===== src/hw/cpmc_pkg.sv =====
// constants and types for the charge pump mode control block
package cpmc_pkg;
  localparam int ADDR_W = 12;
  localparam int CNT_W = 16;
  // register indices; byte address is four times the index
  localparam logic [7:0] IDX_CTRL = 8'h9a;
  localparam logic [7:0] IDX_ISTAT = 8'ha0;
  localparam logic [7:0] IDX_IMASK = 8'ha1;
  localparam logic [ADDR_W-1:0] ADDR_CTRL = {2'h0, IDX_CTRL, 2'h0};
  localparam logic [ADDR_W-1:0] ADDR_ISTAT = {2'h0, IDX_ISTAT, 2'h0};
  localparam logic [ADDR_W-1:0] ADDR_IMASK = {2'h0, IDX_IMASK, 2'h0};
  // control register fields
  localparam int MODE_HI = 7;
  localparam int MODE_LO = 6;
  localparam int THR_BIT = 1;
  localparam int RDY_BIT = 0;
  // interrupt status and mask fields
  localparam int EV_RDY = 0;
  localparam int EV_THR = 1;
  localparam logic [7:0] CTRL_RESET = 8'h00;
  localparam logic [1:0] IRQ_RESET = 2'h0;
  // bus responses
  localparam logic [1:0] RESP_OKAY = 2'h0;
  localparam logic [1:0] RESP_SLVERR = 2'h2;
  // settle time of the pump before it counts as steady
  localparam int CLK_NS = 20;
  localparam int SETTLE_NS = 1000;
  localparam int SETTLE_CYC = (SETTLE_NS + CLK_NS - 1) / CLK_NS;

  typedef enum logic [1:0] {
    CPMC_OFF = 2'b00,
    CPMC_GATED = 2'b01,
    CPMC_AUTO = 2'b10,
    CPMC_ON = 2'b11
  } cpmc_mode_t;

  typedef struct packed {
    cpmc_mode_t mode;
    logic above_meta;
    logic above_sync;
    logic above_prev;
    logic pump_on;
    logic [CNT_W-1:0] cnt;
    logic settled;
    logic [1:0] istat;
    logic [1:0] imask;
    logic irq;
    logic awrdy;
    logic aw_full;
    logic [ADDR_W-1:0] awaddr;
    logic wrdy;
    logic w_full;
    logic [7:0] wdata;
    logic wstrb0;
    logic bvalid;
    logic [1:0] bresp;
    logic arrdy;
    logic rvalid;
    logic [7:0] rdata;
    logic [1:0] rresp;
  } cpmc_state_t;
endpackage


===== src/hw/cpmc_top.sv =====
// charge pump mode control with an axi4-lite register slave
//
// The AXI4-Lite slave port is this design's own decision.
`timescale 1ns/1ps
// Operation
// RULE1: mode 11 keeps the pump on regardless of supply comparison.
// RULE2: mode 10 runs the pump only while supply is below threshold.
// RULE3: mode 01 runs the pump when converter enabled and supply below threshold.
// RULE4: in mode 01 pump stops when converter disabled or supply above threshold.
// RULE5: mode resets to 00, and writing 00 turns the pump off.
// RULE6: bit 1 reads 1 while supply above threshold, read-only.
// RULE7: bit 0 reads 1 only after pump reached steady state.
// RULE8: mode field sits at bits 7:6, status read-only, all reset zero.
// RULE9: settle counter starts at pump on, clears at pump off, sets ready.
module cpmc_top
  import cpmc_pkg::*;
#(
  parameter int SETTLE_CYCLES = SETTLE_CYC
) (
  // clock and reset
  input wire logic CLK,
  input wire logic NRST,
  // axi4-lite write address
  input wire logic [ADDR_W-1:0] S_AXI_AWADDR,
  input wire logic [2:0] S_AXI_AWPROT,
  input wire logic S_AXI_AWVALID,
  output logic S_AXI_AWREADY,
  // axi4-lite write data
  input wire logic [31:0] S_AXI_WDATA,
  input wire logic [3:0] S_AXI_WSTRB,
  input wire logic S_AXI_WVALID,
  output logic S_AXI_WREADY,
  // axi4-lite write response
  output logic [1:0] S_AXI_BRESP,
  output logic S_AXI_BVALID,
  input wire logic S_AXI_BREADY,
  // axi4-lite read address
  input wire logic [ADDR_W-1:0] S_AXI_ARADDR,
  input wire logic [2:0] S_AXI_ARPROT,
  input wire logic S_AXI_ARVALID,
  output logic S_AXI_ARREADY,
  // axi4-lite read data
  output logic [31:0] S_AXI_RDATA,
  output logic [1:0] S_AXI_RRESP,
  output logic S_AXI_RVALID,
  input wire logic S_AXI_RREADY,
  // analog side
  input wire logic SUPPLY_ABOVE_THRESHOLD,
  input wire logic CONVERTER_ENABLE_BIT,
  output logic PUMP_ENABLE,
  // interrupt
  output logic IRQ
);

  // elaboration checks: refuse values the logic cannot serve
  if (SETTLE_CYCLES < 1) begin
    $error("settle count must be at least one cycle");
  end

  if (CNT_W < 1 || CNT_W > 31) begin
    $error("counter width out of range");
  end

  if (SETTLE_CYCLES >= (1 << CNT_W)) begin
    $error("settle count does not fit the counter");
  end

  if (ADDR_W < 10) begin
    $error("address too narrow for the register indices");
  end

  if (ADDR_W > 32) begin
    $error("address wider than the bus allows");
  end

  if (MODE_HI != MODE_LO + 1 || MODE_HI > 7) begin
    $error("mode field must be two adjacent bits of the byte");
  end

  if (THR_BIT >= MODE_LO || RDY_BIT >= MODE_LO || THR_BIT == RDY_BIT) begin
    $error("status bits overlap the mode field or each other");
  end

  if (EV_RDY == EV_THR || EV_RDY > 1 || EV_THR > 1) begin
    $error("event bits must be distinct within the two-bit status");
  end

  if (ADDR_CTRL == ADDR_ISTAT || ADDR_CTRL == ADDR_IMASK || ADDR_ISTAT == ADDR_IMASK) begin
    $error("register addresses must differ");
  end

  if (CTRL_RESET != 8'h00) begin // RULE5 RULE8
    $error("control register must reset to zero");
  end

  if (IRQ_RESET != 2'h0) begin
    $error("interrupt registers must reset to zero");
  end

  if (RESP_OKAY == RESP_SLVERR) begin
    $error("bus responses must differ");
  end

  localparam logic [CNT_W-1:0] SETTLE_LAST = CNT_W'(SETTLE_CYCLES - 1);

  cpmc_state_t s_q;
  cpmc_state_t s_d;

  logic want_on;
  logic do_write;
  logic do_read;
  logic [1:0] ev;
  logic [7:0] ctrl_view;

  // handshake strobes of the channels
  logic aw_take;
  logic w_take;
  logic b_take;
  logic r_take;

  // event detectors feeding the sticky status
  logic rdy_rise;
  logic thr_change;

  // decoded register selects
  logic wr_ctrl;
  logic wr_mask;
  logic wr_err;
  logic [7:0] rd_view;
  logic rd_stat;
  logic rd_err;

  always_comb begin
    s_d = s_q;
    want_on = 1'b0;
    ev = 2'h0;
    // comparator is asynchronous to CLK; the first stage is never read
    s_d.above_meta = SUPPLY_ABOVE_THRESHOLD;
    s_d.above_sync = s_q.above_meta;
    s_d.above_prev = s_q.above_sync;

    // pump request from the mode field; registered before it leaves
    case (s_q.mode)
      CPMC_ON: begin
        want_on = 1'b1; // RULE1
      end
      CPMC_AUTO: begin
        want_on = ~s_q.above_sync; // RULE2
      end
      CPMC_GATED: begin
        // converter bit is on this clock, so it needs no synchroniser
        want_on = CONVERTER_ENABLE_BIT & ~s_q.above_sync; // RULE3 RULE4
      end
      CPMC_OFF: begin
        want_on = 1'b0; // RULE5
      end
      default: begin
        want_on = 1'b0;
      end
    endcase
    s_d.pump_on = want_on;

    // settle counter restarts on every off period
    if (!s_q.pump_on) begin
      s_d.cnt = '0; // RULE9
      s_d.settled = 1'b0; // RULE7
    end else if (s_q.cnt == SETTLE_LAST) begin
      s_d.settled = 1'b1; // RULE7 RULE9
    end else begin
      s_d.cnt = s_q.cnt + CNT_W'(1); // RULE9
    end

    // ready comes from the counter only; the pump reports nothing back
    ctrl_view = 8'h00;
    ctrl_view[MODE_HI:MODE_LO] = s_q.mode; // RULE8
    ctrl_view[THR_BIT] = s_q.above_sync; // RULE6
    ctrl_view[RDY_BIT] = s_q.settled; // RULE7

    // write channel: address and data accepted in either order
    aw_take = s_q.awrdy && S_AXI_AWVALID;
    w_take = s_q.wrdy && S_AXI_WVALID;
    b_take = s_q.bvalid && S_AXI_BREADY;
    if (aw_take) begin
      s_d.aw_full = 1'b1;
      s_d.awaddr = S_AXI_AWADDR;
    end
    if (w_take) begin
      s_d.w_full = 1'b1;
      s_d.wdata = S_AXI_WDATA[7:0];
      s_d.wstrb0 = S_AXI_WSTRB[0];
    end

    // the register changes one edge after both halves are held
    do_write = s_q.aw_full && s_q.w_full && !s_q.bvalid;
    if (do_write) begin
      s_d.aw_full = 1'b0;
      s_d.w_full = 1'b0;
      s_d.bvalid = 1'b1;
      s_d.bresp = wr_err ? RESP_SLVERR : RESP_OKAY;
      // a cleared byte strobe leaves the register as it was
      if (wr_ctrl && s_q.wstrb0) begin
        // status bits ignore writes
        s_d.mode = cpmc_mode_t'(s_q.wdata[MODE_HI:MODE_LO]); // RULE5 RULE8
      end
      if (wr_mask && s_q.wstrb0) begin
        s_d.imask = s_q.wdata[1:0];
      end
    end
    if (b_take) begin
      s_d.bvalid = 1'b0;
    end
    // ready drops while a word is held so no second one is taken
    s_d.awrdy = !s_d.aw_full && !s_d.bvalid;
    s_d.wrdy = !s_d.w_full && !s_d.bvalid;

    // read channel: one read at a time
    do_read = s_q.arrdy && S_AXI_ARVALID;
    r_take = s_q.rvalid && S_AXI_RREADY;
    if (do_read) begin
      s_d.rvalid = 1'b1;
      s_d.rresp = rd_err ? RESP_SLVERR : RESP_OKAY;
      s_d.rdata = rd_view;
      // status clears on read; a write to it is ignored
      if (rd_stat) begin
        s_d.istat = 2'h0;
      end
    end
    if (r_take) begin
      s_d.rvalid = 1'b0;
    end
    s_d.arrdy = !s_d.rvalid;

    // events set after the read clear, so a same-cycle event survives
    rdy_rise = s_d.settled & ~s_q.settled;
    thr_change = s_q.above_sync ^ s_q.above_prev;
    ev[EV_RDY] = rdy_rise;
    ev[EV_THR] = thr_change;
    s_d.istat = s_d.istat | ev;
    s_d.irq = |(s_d.istat & s_d.imask);
  end

  // write address decode, taken from the held address
  always_comb begin
    wr_ctrl = 1'b0;
    wr_mask = 1'b0;
    wr_err = 1'b0;
    case (s_q.awaddr)
      ADDR_CTRL: begin
        wr_ctrl = 1'b1;
      end
      ADDR_IMASK: begin
        wr_mask = 1'b1;
      end
      ADDR_ISTAT: begin
        // status clears only by a read
        wr_err = 1'b0;
      end
      default: begin
        wr_err = 1'b1;
      end
    endcase
  end

  // read mux; the address is used at the edge that takes it
  always_comb begin
    rd_view = 8'h00;
    rd_stat = 1'b0;
    rd_err = 1'b0;
    case (S_AXI_ARADDR)
      ADDR_CTRL: begin
        rd_view = ctrl_view; // RULE6 RULE7 RULE8
      end
      ADDR_ISTAT: begin
        rd_view = {6'h00, s_q.istat};
        rd_stat = 1'b1;
      end
      ADDR_IMASK: begin
        rd_view = {6'h00, s_q.imask};
      end
      default: begin
        rd_err = 1'b1;
      end
    endcase
  end

  always_ff @(posedge CLK or negedge NRST) begin
    if (!NRST) begin
      s_q <= '0;
      s_q.mode <= cpmc_mode_t'(CTRL_RESET[MODE_HI:MODE_LO]); // RULE5 RULE8
      s_q.istat <= IRQ_RESET;
      s_q.imask <= IRQ_RESET;
      s_q.bresp <= RESP_OKAY;
      s_q.rresp <= RESP_OKAY;
    end else begin
      s_q <= s_d;
    end
  end

  // write channel, straight from the state register
  assign S_AXI_AWREADY = s_q.awrdy;
  assign S_AXI_WREADY = s_q.wrdy;
  assign S_AXI_BVALID = s_q.bvalid;
  assign S_AXI_BRESP = s_q.bresp;

  // read channel; only the low byte carries data
  assign S_AXI_ARREADY = s_q.arrdy;
  assign S_AXI_RVALID = s_q.rvalid;
  assign S_AXI_RRESP = s_q.rresp;
  assign S_AXI_RDATA = {24'h000000, s_q.rdata};

  // analog side and interrupt
  assign PUMP_ENABLE = s_q.pump_on; // RULE1 RULE2 RULE3 RULE4 RULE5
  assign IRQ = s_q.irq;

endmodule


===== config.mk =====
export PLATFORM = sky130hd
export DESIGN_NAME = cpmc_top
export DESIGN_NICKNAME = d
export VERILOG_FILES = /design/src/hw/cpmc_pkg.sv /design/src/hw/cpmc_top.sv
export SDC_FILE = /design/constraint.sdc
export NUM_CORES = 1
export LEC_CHECK = 0
export BUFFER_PORTS_ARGS = -buffer_cell sky130_fd_sc_hd__clkbuf_2
export CAP_MARGIN = 40
export CORE_MARGIN = 5
export CORE_UTILIZATION = 43
export DETAILED_ROUTE_END_ITERATION = 6
export PLACE_DENSITY = 0.83
export SLEW_MARGIN = 15
export SYNTH_ARGS = -nofsm -noshare
export SYNTH_HDL_FRONTEND = slang
export SYNTH_SLANG_ARGS = --single-unit
export TNS_END_PERCENT = 10

===== constraint.sdc =====
create_clock -name CLK -period 2.13 [get_ports CLK]
set_clock_uncertainty 0.05 [all_clocks]
set_input_delay 0.1065 -clock CLK [delete_from_list [all_inputs] [get_ports CLK]]
set_output_delay 0.1065 -clock CLK [all_outputs]
set_load 0.005 [all_outputs]

==> Yosys cells after proc, flatten, opt, wreduce, memory -nomap -nowiden <==
Index checks and enable logic that the tools add are counted.
{ "word_totals": {"wordCells": 85, "ff_bits": 68} }
{ "op_classes": {"n_bitwise": 7, "addsub": 1, "reduce_logical": 21, "mux": 22, "eq_ne": 11} }
{ "op_table": {"columns": ["op", "count"], "rows": [
  ["12-bit by 10-bit equality test with 1-bit output, second input constant", 6],
  ["8-bit case mux with 3 select lines", 1],
  ["17-bit two-way mux", 1],
  ["16-bit by 1-bit adder with 16-bit output, second input constant", 1],
  ["16-bit by 6-bit equality test with 1-bit output, second input constant", 1],
  ["16-bit two-way mux", 1],
  ["13-bit two-way mux", 1],
  ["2-bit two-way mux", 6],
  ["1-bit logical AND", 11],
  ["11-bit two-way mux", 1],
  ["10-bit two-way mux", 1],
  ["1-bit two-way mux", 8],
  ["3-bit OR reduction", 2],
  ["1-bit zero test", 5],
  ["2-bit equality test, second input constant", 2],
  ["1-bit case mux with 4 select lines", 1],
  ["3-bit two-way mux", 1],
  ["1-bit bitwise AND", 2],
  ["2-bit bitwise AND", 1],
  ["2-bit by 1-bit equality test with 1-bit output, second input constant", 1],
  ["2-bit zero test", 1],
  ["2-bit inequality test, second input constant", 1],
  ["1-bit NOT", 2],
  ["2-bit bitwise OR", 1],
  ["3 further kinds", 3]
]} }

==> Longest topological paths before layout <==
{ "depth": {"word_depth": 7, "mapped_depth": 6, "ltp_nobuf": 6} }

==> Worst setup path after synthesis <==
Ideal clock, no wire load.
{ "synth_timing": {"kind": "register to register", "startpoint": "register s_q[29] (netlist bit)", "endpoint": "register s_q (netlist bit IRQ)", "slack_ns": 0.087, "path_buffers": 0, "t_arrival_ns": 1.868, "path_stages_with_launch": 5, "required_time_ns": 1.955, "setup_ns": 0.125, "path_cell_list": "dfrtp_1 > or4b_1 > nor4_2 > mux2_2 > a2bb2o_1"} }
{ "synth_lines": {"columns": ["element", "line_no", "rtl"], "rows": [
  ["from (decl)", "cpmc_top.sv:106", "cpmc_state_t s_q;"]
]} }

==> impl_results.md <==
* Status: complete, no violations
* Largest reg by FF count: s_q
* H-tree depth at 3
* Most common cell after layout, fill and taps aside: dfrtp_1
* Largest net degree at the start of global routing at 38
* Area grow syn2layout at 24.68%
* Final hold vios at 0
* Final wirelength at 5.951 mm
* Footprint of the multi-input gates at around 1200 sq um
* Die width at 91.04 microns
* Starting Density at about 44%
* Sw power at 0.0008408 W
* Leakage at 1.709 nW
* Final Net Count at 406
* CP required at 2.29 ns
* Pins Over Slew Limit at 0
* #FFs+latches synth at 58
* Comb pwr share at 18.7%
* CTS tree: built
* Cell taking the most area after synthesis: dfrtp_1
* Post-Syn Area at 2824 sq um
* Io pins at 118
* Pre-antenna DRT Iters at 4
* Peak supply drop at 0.0006772 V
* Wirelength per Cell at 14.51 microns
* Synth warn at 0
* # port buffers at 50
* Total clock sinks at between 50 and 60
* CP max stage cell: or4b_4
* WP buf/inv at 1
* Final setup fails at 0
* Non-Filler Instances at 410
* Yosys cell types at 45
* Switching share of power at between 20 and 30%
* Reg2reg setup slack at 0.02 ns
* CP Cell Sequence: or4b_4, nor4_4, buf_4, mux2_4, a2bb2o_2
* Seq/Total Area, Yosys at 51.40%
* Crit path capture type: flop
* DRC viols at 0
* Post-synthesis cell count at 248
* Relative slew slack at 62.81%
* Number of global-route vias before repair at approximately 2000
* Sequential power share at 48.4%
* Register area at around 1500 sq um
* Overall die area at 8288 sq um
* Clock Tree Buf Depth at 2
* DRT iter0 DRCs at between 100 and 150
* Mean post-synth cell area at 11.39 sq um
* # Max-Cap Violations at 0
* Cts bufs inserted at 9
* Placed Cells at 370
* Largest register FFs at 40
* Synth top area share at 51.40%
* Vias/cell at a little over 5
* Worst-Skew Late Latency at approximately 0.33 ns
* Pwr/cell area at about 890 nW/um^2
* Hold Crit Class: in2reg
* Gpl congestion at 0.7636
* Vias at 2079
* Remaining global-route overflow at 0
* Placement Setup Slack at -0.06075 ns
* Worst path arrival time at 2.27 ns
* Final ANT Viol Nets at 0
* WS Path Type: reg2reg
* Period utilization at between 90 and 100%
* Root Driver: clkbuf_8
* P_int at 0.002284 W
* Filler cells at 505
* Core Region at 6386 sq um
* Critical path startpoint category: flop
* Clock power frac at 33.0%
* RSZ-0062 raised after global routing: true
* Proportion of layout cells with a drive suffix above 1 at 26.13%
* Detail Placement HPWL at around 4.0 mm
* Critical path's largest stage delay at slightly below 0.6 ns
* Inserted Diodes at 0
* First-pass GRT wire length at 9.556 mm
* Top post-synthesis cells by area: dfrtp_1, buf_4, mux2_1
* Cell row count at 29
* Fmax at roughly 470 MHz
* CP delay by family, top: simple AND/OR/NAND/NOR gates
* Initial antenna violation count at 0
* Final worst slack at approximately 0.019 ns
* Max FO, Critical Path at 2
* Overall Global Routing Usage at 14.18%
* Clk slew on worst S/H paths at 0.06 ns
* Most frequent cells in the layout: dfrtp_1, clkbuf_2, conb_1
* Overall die height at 91.04 microns
* Worst slew pin tran at 0.5579 ns
* Final min period at 2.111 ns
==> worst paths after layout <==
path                                 start        endpoint  cells past startpoint
max reg2reg                        s_q[29]             IRQ                      5
max                                s_q[29]             IRQ                      5
max in group asynchronous             NRST         s_q[57]                      3
min reg2reg                        s_d[64]    ctrl_view[1]                      0
min                        S_AXI_ARADDR[2]  S_AXI_RDATA[0]                      3
min in group asynchronous             NRST   S_AXI_AWREADY                      2
==> final cells by class <==
| type | instances | area share (%) |
|---|---|---|
| Timing Repair Buffer | 79 | 15.35 |
| Tap cell | 77 | 2.736 |
| Sequential cell | 58 | 41.22 |
| Clock inverter | 2 | 0.9950 |
| Inverter | 12 | 1.279 |
| Multi-Input combinational cell | 169 | 33.62 |
| Clock buffer | 13 | 4.797 |
==> worst register-to-register path, stage by stage (launching register included) <==
cell and delay (ns):
dfrtp_1 0.38, or4b_4 0.58, nor4_4 0.28, buf_4 0.17, mux2_4 0.30, a2bb2o_2 0.24
==> timing repair <==
action,4_1_cts,5_1_grt
setup buffers,0,1
pin swaps,2,2
hold endpoints to repair,45,0
hold buffers,24,0
endpoints found under the setup margin,3,3
gates resized for setup,3,3
==> cell usage after synthesis (all sizes together) <==
library cell / instances
o211a: 1
clkbuf: 1
a21oi: 3
or4b: 3
nor4bb: 2
xnor2: 3
nand4: 5
and4b: 1
nand3b: 1
a211oi: 1
mux2i: 2
nand2b: 1
mux2: 20
nor3: 7
dfrtp: 58
buf: 37
or3: 2
ha: 2
or4: 1
and2: 12
a21o: 1
nor3b: 1
nor4b: 3
conb: 1
a22oi: 2
nand3: 9
a2bb2o: 1
inv: 12
xor2: 10
a2bb2oi: 1
a21boi: 5
nand4b: 2
nor2: 5
nand2: 12
o21ai: 9
a22o: 4
nor4: 7
==> stage by stage <==
step                       TNS [ns]  area, sq um  util, %  power (W)  hold WS, ns
final                             0         3521    55.13   0.003125       0.1387
after global routing        -0.1225         3521    55.13   0.003277       0.1420
after CTS                         0         3497    54.76   0.003100       0.1166
after detailed placement   -0.07621         3044    47.67   0.002010      0.06722
after global placement    -0.001832         3044    47.67   0.001962      0.06719
after floorplan                   0         2933        -   0.001838      -0.2391
==> cell families after synthesis <==
kind of cell / after synthesis / synth area share (%)
flops: 58 / 51.40
other cells: 1 / 0.1328
xor+xnor: 13 / 4.032
compound gates: 28 / 6.779
mux: 22 / 8.684
fa+ha+maj: 2 / 0.8860
simple gates: 74 / 16.66
buf+inv: 50 / 11.43
==> power groups by stage <==
stage	clock network [W]	registers, W	logic [W]
after floorplan	0	0.00146	0.000375
after global placement	0	0.00149	0.000468
after detailed placement	0	0.00151	0.000499
after CTS	0.00105	0.00150	0.000546
after global routing	0.00109	0.00154	0.000641
final	0.00103	0.00151	0.000583
==> metal layers <==
| metal | up-vias | wire [microns] | track usage [%] |
|---|---|---|---|
| met2 | 70 | 3231 | 25.42 |
| met5 | - | 0 | 0 |
| met3 | 6 | 398 | 3.802 |
| li1 | 970 | - | - |
| met4 | 0 | 46 | 5.134 |
| met1 | 1033 | 2274 | 16.12 |
No activity file was read; power rests on OpenSTA's default activity.
